$ cat config.mk
export PLATFORM = sky130hd
export DESIGN_NAME = rjt_config_bank
export DESIGN_NICKNAME = d
export VERILOG_FILES = /design/src/inc/rjt_pkg.sv /design/src/hw/rjt_config_bank.sv
export SDC_FILE = /design/constraint.sdc
export NUM_CORES = 1
export LEC_CHECK = 0
export BUFFER_PORTS_ARGS = -buffer_cell sky130_fd_sc_hd__buf_2
export CAP_MARGIN = 20
export CELL_PAD_IN_SITES_DETAIL_PLACEMENT = 0
export CELL_PAD_IN_SITES_GLOBAL_PLACEMENT = 1
export CORE_UTILIZATION = 40
export DETAILED_ROUTE_END_ITERATION = 6
export HOLD_SLACK_MARGIN = 0.12
export PLACE_DENSITY_LB_ADDON = 0.1
export SETUP_SLACK_MARGIN = 0.3
export SYNTH_ARGS = -nofsm -noshare
export SYNTH_HDL_FRONTEND = slang
export SYNTH_SLANG_ARGS = --single-unit
$ cat constraint.sdc
create_clock -name CLOCK_I -period 1.9 [get_ports CLOCK_I]
set_input_delay 0 -clock CLOCK_I [delete_from_list [all_inputs] [get_ports CLOCK_I]]
set_output_delay 0 -clock CLOCK_I [all_outputs]
set_load 0.03 [all_outputs]
$ cat src/inc/rjt_pkg.sv
// constants for the per-channel receive attenuator and transmit driver configuration bank

package rjt_pkg;

	// ****************************************
	// bus and channel map
	// ****************************************
	localparam int NUM_CH = 22;
	localparam int ADDR_W = 11;
	localparam int DATA_W = 8;
	localparam logic [5:0] RX_ATTEN_OFS = 6'h03;
	localparam logic [5:0] TX_DRIVER_OFS = 6'h04;
	localparam logic [4:0] CH0_SLOT = 5'h1f;
	localparam logic [4:0] LAST_SLOT = 5'h14;

	// ****************************************
	// register fields and reset values
	// ****************************************
	localparam logic [7:0] RX_ATTEN_RESET = 8'h00;
	localparam logic [7:0] TX_DRIVER_RESET = 8'h00;
	localparam int RX_CORNER_BIT = 0;
	localparam int RX_DEPTH_LSB = 1;
	localparam int RX_ON_BIT = 3;
	localparam int RX_LIMIT_BIT = 4;
	localparam logic [7:0] RX_ATTEN_USED = 8'h1f;
	localparam int TX_MATCH_LSB = 0;
	localparam int TX_SINGLE_BIT = 3;
	localparam int TX_OC_TRISTATE_BIT = 4;
	localparam int TX_POWER_DOWN_BIT = 5;
	localparam int TX_OUT_ENABLE_BIT = 6;
	localparam logic [7:0] TX_DRIVER_USED = 8'h7f;

	// ****************************************
	// attenuator fifo and matching codes
	// ****************************************
	localparam logic [7:0] DEPTH_128 = 8'h80;
	localparam logic [7:0] DEPTH_64 = 8'h40;
	localparam logic [7:0] DEPTH_32 = 8'h20;
	localparam logic [7:0] FIFO_MARGIN = 8'h02;
	localparam logic [2:0] MATCH_INT_120 = 3'h2;
	localparam logic [2:0] MATCH_INT_75 = 3'h3;
	localparam logic [2:0] MATCH_INT_120_NOXF = 3'h6;
	localparam logic [2:0] MATCH_EXTERNAL = 3'h7;

	// ****************************************
	// open-circuit timeout
	// ****************************************
	localparam int CLOCK_MHZ = 200;
	localparam int OC_TIMEOUT_US = 1000;
	localparam int OC_TIMEOUT_CYCLES = OC_TIMEOUT_US * CLOCK_MHZ;

endpackage : rjt_pkg
$ cat src/hw/rjt_config_bank.sv
// per-channel receive attenuator and transmit driver configuration bank
`timescale 1ns/1ps

module rjt_config_bank #(
	parameter int OC_TIMEOUT = rjt_pkg::OC_TIMEOUT_CYCLES
) (
	input wire logic CLOCK_I, // 200 MHz clock
	input wire logic RESET_N_I, // async reset, active low
	input wire logic [rjt_pkg::ADDR_W-1:0] ADDR_I, // register address
	input wire logic [rjt_pkg::DATA_W-1:0] WDATA_I, // write data
	input wire logic WR_I, // write strobe
	input wire logic RD_I, // read strobe
	output logic [rjt_pkg::DATA_W-1:0] RDATA_O, // read data, cycle after strobe
	input wire logic [rjt_pkg::NUM_CH*8-1:0] RX_ATTEN_FILL_I, // fifo fill per channel, bits
	input wire logic [rjt_pkg::NUM_CH-1:0] TX_OPEN_CIRCUIT_DETECT_I, // open circuit seen, async
	output logic [rjt_pkg::NUM_CH-1:0] RX_ATTEN_ON_O, // attenuator in receive path
	output logic [rjt_pkg::NUM_CH*8-1:0] RX_ATTEN_FIFO_DEPTH_O, // fifo depth in bits
	output logic [rjt_pkg::NUM_CH-1:0] RX_ATTEN_CORNER_SEL_O, // 1: 0.87 Hz, 0: 6.77 Hz
	output logic [rjt_pkg::NUM_CH-1:0] RX_ATTEN_SPEED_UP_O, // fifo near full, read faster
	output logic [rjt_pkg::NUM_CH-1:0] RX_ATTEN_SLOW_DOWN_O, // fifo near empty, read slower
	output logic [rjt_pkg::NUM_CH-1:0] TX_TIP_OUT_OE_N_O, // tip driver enable, low drives
	output logic [rjt_pkg::NUM_CH-1:0] TX_RING_OUT_OE_N_O, // ring driver enable, low drives
	output logic [rjt_pkg::NUM_CH-1:0] TX_POWER_DOWN_O, // transmitter powered down
	output logic [rjt_pkg::NUM_CH-1:0] TX_CURRENT_LIMIT_O, // driver current limited
	output logic [rjt_pkg::NUM_CH-1:0] TX_SINGLE_ENDED_SEL_O, // tip-only drive
	output logic [rjt_pkg::NUM_CH-1:0] TX_MATCH_INT_120_O, // internal 120 ohm, transformer
	output logic [rjt_pkg::NUM_CH-1:0] TX_MATCH_INT_75_O, // internal 75 ohm, transformer
	output logic [rjt_pkg::NUM_CH-1:0] TX_MATCH_INT_120_NOXF_O, // internal 120 ohm, no transformer
	output logic [rjt_pkg::NUM_CH-1:0] TX_MATCH_EXT_O // external matching
);
	import rjt_pkg::*;

	localparam int CNT_W = $clog2(OC_TIMEOUT + 1);

	initial begin
		if (OC_TIMEOUT < 1 || CNT_W > 31) begin
			$error("OC_TIMEOUT out of range");
		end
	end

	// ****************************************
	// address decode
	// ****************************************
	// slot 1fH is channel 0, slots 0..20 are channels 1..21
	function automatic logic [5:0] chan_of(input logic [ADDR_W-1:0] a);
		logic [4:0] slot;
		slot = a[ADDR_W-1:6];
		if (slot == CH0_SLOT) begin
			chan_of = 6'h00;
		end else if (slot <= LAST_SLOT) begin
			chan_of = 6'(slot) + 6'h01;
		end else begin
			chan_of = 6'h3f;
		end
	endfunction : chan_of

	wire [5:0] bus_chan = chan_of(ADDR_I);
	wire chan_ok = bus_chan != 6'h3f;
	wire hit_rx = chan_ok && ADDR_I[5:0] == RX_ATTEN_OFS;
	wire hit_tx = chan_ok && ADDR_I[5:0] == TX_DRIVER_OFS;

	logic [7:0] rx_attenuator [NUM_CH];
	logic [7:0] tx_driver [NUM_CH];
	logic [NUM_CH-1:0] oc_meta;
	logic [NUM_CH-1:0] oc_sync;

	// ****************************************
	// register read
	// ****************************************
	wire [7:0] next_rdata = hit_rx ? rx_attenuator[bus_chan[4:0]] :
		hit_tx ? tx_driver[bus_chan[4:0]] : 8'h00;

	always_ff @(posedge CLOCK_I or negedge RESET_N_I) begin
		if (!RESET_N_I) begin
			RDATA_O <= 8'h00;
		end else begin
			RDATA_O <= RD_I ? next_rdata : 8'h00;
		end
	end

	// only the first stage feeds the second
	always_ff @(posedge CLOCK_I or negedge RESET_N_I) begin
		if (!RESET_N_I) begin
			oc_meta <= '0;
			oc_sync <= '0;
		end else begin
			oc_meta <= TX_OPEN_CIRCUIT_DETECT_I;
			oc_sync <= oc_meta;
		end
	end

	// ****************************************
	// per-channel logic
	// ****************************************
	genvar ch;
	generate
		for (ch = 0; ch < NUM_CH; ch++) begin : g_ch
			wire wr_rx = WR_I && hit_rx && bus_chan == 6'(ch);
			wire wr_tx = WR_I && hit_tx && bus_chan == 6'(ch);
			logic [CNT_W-1:0] oc_count;
			wire [7:0] rx = rx_attenuator[ch];
			wire [7:0] tx = tx_driver[ch];
			wire [1:0] depth_code = rx[RX_DEPTH_LSB +: 2];
			wire [7:0] depth = depth_code[1] ? DEPTH_32 : (depth_code[0] ? DEPTH_64 : DEPTH_128);
			wire [8:0] fill = {1'b0, RX_ATTEN_FILL_I[ch*8 +: 8]};
			wire limit_on = rx[RX_ON_BIT] && rx[RX_LIMIT_BIT];
			wire [2:0] match = tx[TX_MATCH_LSB +: 3];
			wire oc_expired = oc_count == CNT_W'(OC_TIMEOUT);
			wire oc_hiz = tx[TX_OC_TRISTATE_BIT] && oc_sync[ch] && oc_expired;
			// powered down or timed out also releases the line
			wire drive = tx[TX_OUT_ENABLE_BIT] && !tx[TX_POWER_DOWN_BIT] && !oc_hiz;

			// reserved bits are not stored and read back as zero
			always_ff @(posedge CLOCK_I or negedge RESET_N_I) begin
				if (!RESET_N_I) begin
					rx_attenuator[ch] <= RX_ATTEN_RESET;
					tx_driver[ch] <= TX_DRIVER_RESET;
				end else begin
					if (wr_rx) begin
						rx_attenuator[ch] <= WDATA_I & RX_ATTEN_USED;
					end
					if (wr_tx) begin
						tx_driver[ch] <= WDATA_I & TX_DRIVER_USED;
					end
				end
			end

			// counts while open circuit persists, saturates at the timeout
			always_ff @(posedge CLOCK_I or negedge RESET_N_I) begin
				if (!RESET_N_I) begin
					oc_count <= '0;
				end else if (!oc_sync[ch] || wr_tx) begin
					oc_count <= '0;
				end else if (!oc_expired) begin
					oc_count <= oc_count + CNT_W'(1);
				end
			end

			assign RX_ATTEN_ON_O[ch] = rx[RX_ON_BIT];
			assign RX_ATTEN_FIFO_DEPTH_O[ch*8 +: 8] = depth;
			assign RX_ATTEN_CORNER_SEL_O[ch] = rx[RX_CORNER_BIT];
			assign RX_ATTEN_SPEED_UP_O[ch] = limit_on && fill + {1'b0, FIFO_MARGIN} >= {1'b0, depth};
			assign RX_ATTEN_SLOW_DOWN_O[ch] = limit_on && fill <= {1'b0, FIFO_MARGIN};
			assign TX_TIP_OUT_OE_N_O[ch] = !drive;
			assign TX_RING_OUT_OE_N_O[ch] = !(drive && !tx[TX_SINGLE_BIT]);
			assign TX_POWER_DOWN_O[ch] = tx[TX_POWER_DOWN_BIT];
			assign TX_CURRENT_LIMIT_O[ch] = oc_sync[ch] && !oc_hiz;
			assign TX_SINGLE_ENDED_SEL_O[ch] = tx[TX_SINGLE_BIT];
			assign TX_MATCH_INT_120_O[ch] = match == MATCH_INT_120;
			assign TX_MATCH_INT_75_O[ch] = match == MATCH_INT_75;
			assign TX_MATCH_INT_120_NOXF_O[ch] = match == MATCH_INT_120_NOXF;
			assign TX_MATCH_EXT_O[ch] = match == MATCH_EXTERNAL;
		end
	endgenerate

endmodule : rjt_config_bank

### Yosys cells after proc, flatten, opt, wreduce, memory -nomap -nowiden

Cells that the tools add are included.

| storage, ports and cells | value |
|---|---|
| output and inout bits | 470 |
| flip-flop bits (word level) | 712 |
| bits of input ports | 221 |
| logic and storage cells | 818 |

| operators by class | value |
|---|---|
| bitwise operators | 1 |
| $add $sub $neg | 45 |
| muxes and demuxes | 99 |
| reduce and logical (&&, ||, !) cells | 401 |
| equal/unequal tests | 157 |
| magnitude comparators | 46 |

Operators with widths:

| operator | count |
|---|---|
| 18-bit 2-to-1 mux | 44 |
| 8-bit 2-to-1 mux | 51 |
| 18-bit by 1-bit adder with 18-bit output (second input constant) | 22 |
| 18-bit equality test (second input constant) | 22 |
| 1-bit logical AND | 246 |
| 8-bit by 2-bit adder with 9-bit output (second input constant) | 22 |
| 9-bit by 8-bit greater-or-equal comparator with 1-bit output | 22 |
| 8-bit by 2-bit less-or-equal comparator with 1-bit output (second input constant) | 22 |
| 3-bit by 2-bit equality test with 1-bit output (second input constant) | 44 |
| 3-bit equality test (second input constant) | 44 |
| 1-bit zero test | 132 |
| 8-bit binary-select mux with 5-bit select | 2 |
| 6-bit by 4-bit equality test with 1-bit output (second input constant) | 8 |
| 2-bit by 1-bit inequality test with 1-bit output (second input constant) | 22 |
| 6-bit by 5-bit equality test with 1-bit output (second input constant) | 6 |
| 6-bit by 3-bit equality test with 1-bit output (second input constant) | 5 |
| 1-bit logical OR | 22 |
| 6-bit by 2-bit equality test with 1-bit output (second input constant) | 3 |
| 6-bit 2-to-1 mux | 2 |
| 5-bit by 1-bit adder with 6-bit output (second input constant) | 1 |
| 6-bit by 1-bit equality test with 1-bit output (second input constant) | 1 |
| 6-bit greater-or-equal comparator (second input constant) | 1 |
| 6-bit zero test | 1 |
| 6-bit inequality test (second input constant) | 1 |
| other kinds (3) | 3 |

### Longest topological paths before layout

| logic depth | value |
|---|---|
| depth after elaboration | 10 |
| depth in mapped cells | 15 |
| mapped depth without buffers | 11 |

### Worst setup path before layout

OpenSTA, ideal clock, no wires.

| timing path | value |
|---|---|
| path kind | input to register |
| start point | input ADDR_I[6] in the netlist's numbering |
| end point | register rx_attenuator (netlist bit g_ch[13].rx[0]) |
| cell stages on the path | 12 |
| data required time | 1.775 ns |
| library setup time | 0.125 ns |
| arrival time | 2.695 ns |
| path buffers | 6 |
| slack | -0.920 ns |
| path through | clkbuf_1 > inv_1 > ha_1 > clkbuf_1 > or3_1 > clkbuf_1 > or2_1 > buf_2 > clkbuf_1 > buf_2 > nor3_2 > mux2_2 |

| between the ends | value |
|---|---|
| word-level cells in the longest chain between the ends | 7 |
| elaborated cells between the ends (all ways) | 10 |
| classes of those cells | add/sub (1); order compare (1); eq/ne (3); mux (2); reduce/logical (3) |

RTL lines:

| element | RTL line | text |
|---|---|---|
| from (decl) | rjt_config_bank.sv:9 | `input wire logic [rjt_pkg::ADDR_W-1:0] ADDR_I,` |
| 5-bit by 1-bit adder with 6-bit output or 5-bit less-or-equal comparator (tied branches) | rjt_config_bank.sv:51, rjt_config_bank.sv:50 |  |
| 6-bit 2-to-1 mux | rjt_config_bank.sv:50 | `end else if (slot <= LAST_SLOT) begin` |
| 6-bit 2-to-1 mux * | rjt_config_bank.sv:48 | `if (slot == CH0_SLOT) begin` |
| 6-bit inequality test | rjt_config_bank.sv:58 | `wire chan_ok = bus_chan != 6'h3f;` |
| 1-bit logical AND | rjt_config_bank.sv:59 | `wire hit_rx = chan_ok && ADDR_I[5:0] == RX_ATTEN_OFS;` |
| 1-bit logical AND | rjt_config_bank.sv:98 | `wire wr_rx = WR_I && hit_rx && bus_chan == 6'(ch);` |
| 1-bit logical AND * | rjt_config_bank.sv:98 |  |
| to (signal, indexed assignment) | rjt_config_bank.sv:120 | `rx_attenuator[ch] <= WDATA_I & RX_ATTEN_USED;` |
| to (decl) | rjt_config_bank.sv:62 | `logic [7:0] rx_attenuator [NUM_CH];` |

Every way passes the cells marked *; elsewhere a longest branch is shown, timed or not.
A chain may end at the register's enable or synchronous reset.

### Worst setup path after layout

| timing path | value |
|---|---|
| start point | register g_ch[6].oc_count[0] |
| end point | output TX_RING_OUT_OE_N_O[6] in the netlist's numbering |

| between the ends | value |
|---|---|
| word-level cells in the longest chain between the ends | 6 |

RTL lines:

| element | RTL line | text |
|---|---|---|
| from (decl) | rjt_config_bank.sv:100 | `logic [CNT_W-1:0] oc_count;` |
| from (signal assigned) | rjt_config_bank.sv:135 | `oc_count <= oc_count + CNT_W'(1);` |
| 18-bit equality test | rjt_config_bank.sv:108 | `wire oc_expired = oc_count == CNT_W'(OC_TIMEOUT);` |
| 1-bit logical AND | rjt_config_bank.sv:109 | `wire oc_hiz = tx[TX_OC_TRISTATE_BIT] && oc_sync[ch] && oc_expired;` |
| 1-bit zero test | rjt_config_bank.sv:111 | `wire drive = tx[TX_OUT_ENABLE_BIT] && !tx[TX_POWER_DOWN_BIT] && !oc_hiz;` |
| 1-bit logical AND | rjt_config_bank.sv:111 |  |
| 1-bit logical AND | rjt_config_bank.sv:145 | `assign TX_RING_OUT_OE_N_O[ch] = !(drive && !tx[TX_SINGLE_BIT]);` |
| 1-bit zero test | rjt_config_bank.sv:145 |  |
| to (decl) | rjt_config_bank.sv:22 | `output logic [rjt_pkg::NUM_CH-1:0] TX_RING_OUT_OE_N_O,` |

No other way between the ends.

==> summary.md <==
| Metric | Value |
|---|---|
| Outcome | `finished, violations left` |
| Failing checks | `setup timing` |
| Most common cell in the netlist | `dfrtp_1` |
| Row count | `117` |
| Vias in the first global route | `34.94k` |
| Deepest clock path buffer count | `3` |
| Largest net degree at the start of global routing | `109` |
| Fin cells | `between 6k and 7k` |
| Total Routing Usage GR | `0.2633` |
| Worst VDD drop | `599.5 uV` |
| Drt initial violations | `around 1.9k` |
| Vias post-DR | `35.79k` |
| IO Pins | `691` |
| Ys async rst share | `1.000` |
| Slew @ Worst Pin | `~0.71 ns` |
| DRC viols | `0` |
| Crit end category | `output pin` |
| Routed len/inst | `20.47 um` |
| Critical Path AT | `2.61 ns` |
| Max-slew violations | `0` |
| Mapped Avg Cell Area | `about 9.6 um2` |
| Final hold viol count | `0` |
| Skew-Pair Late Insertion Delay | `0.66 ns` |
| Yosys top cell by area | `dfrtp_1` |
| Core Region | `101,900 um2` |
| Startpoint Class | `flop` |
| Final wirelength | `142,500 um` |
| DIE HEIGHT | `322.8 um` |
| Pre-Repair DR Iteration Count | `5` |
| Slowest CP cell | `dfrtp_1` |
| Starting Density | `0.4041` |
| WP data required | `1.90 ns` |
| GPL Wtd Cong | `0.9138` |
| Max-cap violations | `0` |
| Clk_skew | `between 0.02 and 0.025 ns` |
| Unique masters post-synth | `72` |
| Dpl hpwl | `105,900 um` |
| Initial antenna violation count | `7` |
| Switching share of power | `0.2608` |
| Die area | `104,200 um2` |
| Clk slew on worst S/H paths | `0.06 ns` |
| Final worst path period share | `1.375` |
| Worst Path Class, Setup | `flop to output pin` |
| Sequential share of power | `0.418` |
| Share of cells above drive strength 1 | `0.3931` |
| Slew headroom | `0.5286` |
| Net count, final | `5,900` |
| Crit path max fanout | `2` |
| Cell-internal power | `27,460 uW` |
| Final core occ | `0.5690` |
| R2R cell count | `10` |
| Number of synthesized register bits | `711` |
| CP max stage delay | `0.40 ns` |
| First-pass GRT wire length | `209,700 um` |
| Leakage power | `around 0.027 uW` |
| Top FF cell, synth | `dfrtp_1` |
| Combinational share of power | `0.129` |
| Port-buffer cells | `between 500 and 600` |
| Die Wd | `322.8 um` |
| Final setup violating endpoints | `approximately 760` |
| Switch Pwr | `9689 uW` |
| Post-synthesis cell area | `roughly 41,000 um2` |
| CTS tree | `built` |
| Post-place setup slack | `-1.067 ns` |
| Ys Warns | `0` |
| ANT nets after route | `0` |
| Cell Pwr Density | `640.8 nW/um2` |
| Sink Count | `between 700 and 800` |
| Worst min-delay path class | `primary input to flop` |
| Global route overflow | `0` |
| Clock Power Share | `0.452` |
| Total CTS buffers | `82` |
| Cell total after placement | `6,542` |
| Post-synth top area share | `0.4321` |
| Post-synth EDFFs | `0` |
| CTS root buf | `clkbuf_16` |
| Via-to-Cell Ratio | `5.141` |
| Hold path depth | `7` |
| Worst setup margin | `-0.7119 ns` |
| Worst-path cell chain | `inv_2 > ha_4 > nand2_2 > nor3_2 > nand4_1 > nor4_2 > buf_4 > nand3_4 > nand3b_1 > or2_2 > buf_4` |
| RSZ-0062 raised after global routing | `yes` |
| Top cells by area, synth | `dfrtp_1 (43%), mux2_2 (7.1%), nor2_1 (5.6%), xor2_1 (4.8%), ha_1 (4.6%)` |
| H-tree lvl count | `3` |
| Critical path's most frequent cell | `buf_4` |
| Post-layout minimum cycle time | `2.612 ns` |
| Max Clk Rate | `0.3829 GHz` |
| Most frequent cells after synthesis | `dfrtp_1 (711), nor2_1 (619), nand3_1 (262)` |
| Sequential share of the synthesized area | `0.4321` |
| Mapped Cells | `4,276` |
| Layout area overhead | `40.80%` |
==> worst paths after layout <==
| kind | slack, ns | startpoint | endpoint |
|---|---|---|---|
| max | -0.71 | g_ch[6].oc_count[0]$_DFFE_PN0P_ | TX_RING_OUT_OE_N_O[6] |
| max reg2reg | -0.12 | g_ch[20].oc_count[0]$_DFFE_PN0P_ | g_ch[20].oc_count[16]$_DFFE_PN0P_ |
| min | 0.19 | ADDR_I[2] | RDATA_O[3]$_DFF_PN0_ |
| max in group asynchronous | 0.47 | RESET_N_I | RDATA_O[2]$_DFF_PN0_ |
| min reg2reg | 0.35 | oc_meta[14]$_DFF_PN0_ | oc_sync[14]$_DFF_PN0_ |
| min in group asynchronous | 0.36 | RESET_N_I | g_ch[8].oc_count[17]$_DFFE_PN0P_ |
==> area by class of cell <==
cell class | count | area (um2)
multi-input combinational | 3171 | 23800
antenna | 3 | 7.507
inverter | 172 | 648.1
clock buffer | 116 | 2432
fill | 9108 | 43910
timing repair buffer | 1388 | 11110
sequential | 711 | 17830
tap | 1368 | 1712
clock inverter | 33 | 435.4
==> power groups by stage <==
stage                     sequential [uW]  combinational, uW  clock, uW
after detailed placement            15800               4110          0
after CTS                           15500               4500      17200
after global routing                15500               5210      17800
final                               15500               4810      16800
after global placement              15800               4090          0
after floorplan                     15700               2230          0
==> routing by layer <==
metal  wire length [um]  vias up  global-route usage
li1                   -    17042                   -
met1              60160    17652              0.3373
met2              71110      907              0.4535
met3               7548      183             0.04527
met4               3656        8             0.07615
met5                 62        -                   0
==> flip-flops by register name, summed over array words and instances (netlist names) <==
register,count
oc_sync,22
g_ch.tx,154
g_ch.rx,110
RDATA_O,7
g_ch.oc_count,396
oc_meta,22
==> placed cells by master (no fill, tap or decap), types with 26 or more instances in the layout <==
| cell | instances |
|---|---|
| dfrtp_1 | 681 |
| buf_4 | 603 |
| dlygate4sd3_1 | 61 |
| nand4_1 | 80 |
| xor2_1 | 227 |
| nor2_1 | 516 |
| inv_1 | 150 |
| a21oi_1 | 49 |
| xnor2_1 | 189 |
| clkbuf_16 | 99 |
| nor2_2 | 43 |
| mux2_4 | 82 |
| dfrtp_2 | 30 |
| nor3_1 | 80 |
| nor2_4 | 64 |
| conb_1 | 111 |
| mux2_2 | 179 |
| o21ai_0 | 52 |
| ha_4 | 34 |
| ha_1 | 119 |
| nor3_4 | 26 |
| nand3_1 | 238 |
| buf_2 | 487 |
| nor4_2 | 27 |
| buf_12 | 64 |
| and3_1 | 132 |
| o22ai_1 | 125 |
| nand2_1 | 247 |
| buf_6 | 148 |
==> stage by stage <==
stage	hold slack (ns)	cell area, um2	setup TNS, ns	total power, uW
3_3_place_gp	-0.1158	49270	-562.97	19870
2_1_floorplan	-0.2956	42150	-398.24	17970
6_report	0.1854	57970	-164.11	37150
4_1_cts	0.1300	55620	-88.06	37240
5_1_grt	0.2048	57970	-219.08	38580
3_5_place_dp	-0.1192	49270	-585.57	19900
==> repair_timing <==
item | CTS | global route
setup buffers | 103 | 72
hold buffers | 61 | 0
hold endpoints to repair | 901 | 0
cloned | 9 | 22
pin swaps | 196 | 162
setup endpoints to repair | 861 | 871
resized for setup | 522 | 306
==> cells by family (layout without fill, tap and decap cells) <==
family	Yosys count	count (layout)	share of synthesized area
buf+inv	512	1709	0.07065
flops	711	711	0.4321
other cells	1	114	0.00009108
simple gates	1779	1787	0.2176
mux	286	286	0.07752
fa+ha+maj	153	153	0.04649
compound gates	418	418	0.06704
xor+xnor	416	416	0.08849
==> critical path: cells and delay by family, from the launching register on <==
kind,cells,cell delay [ns]
fa+ha+maj,1,0.13
buf+inv,3,0.42
flops,1,0.40
simple gates,7,1.02
No activity file was read; power rests on OpenSTA's default activity.
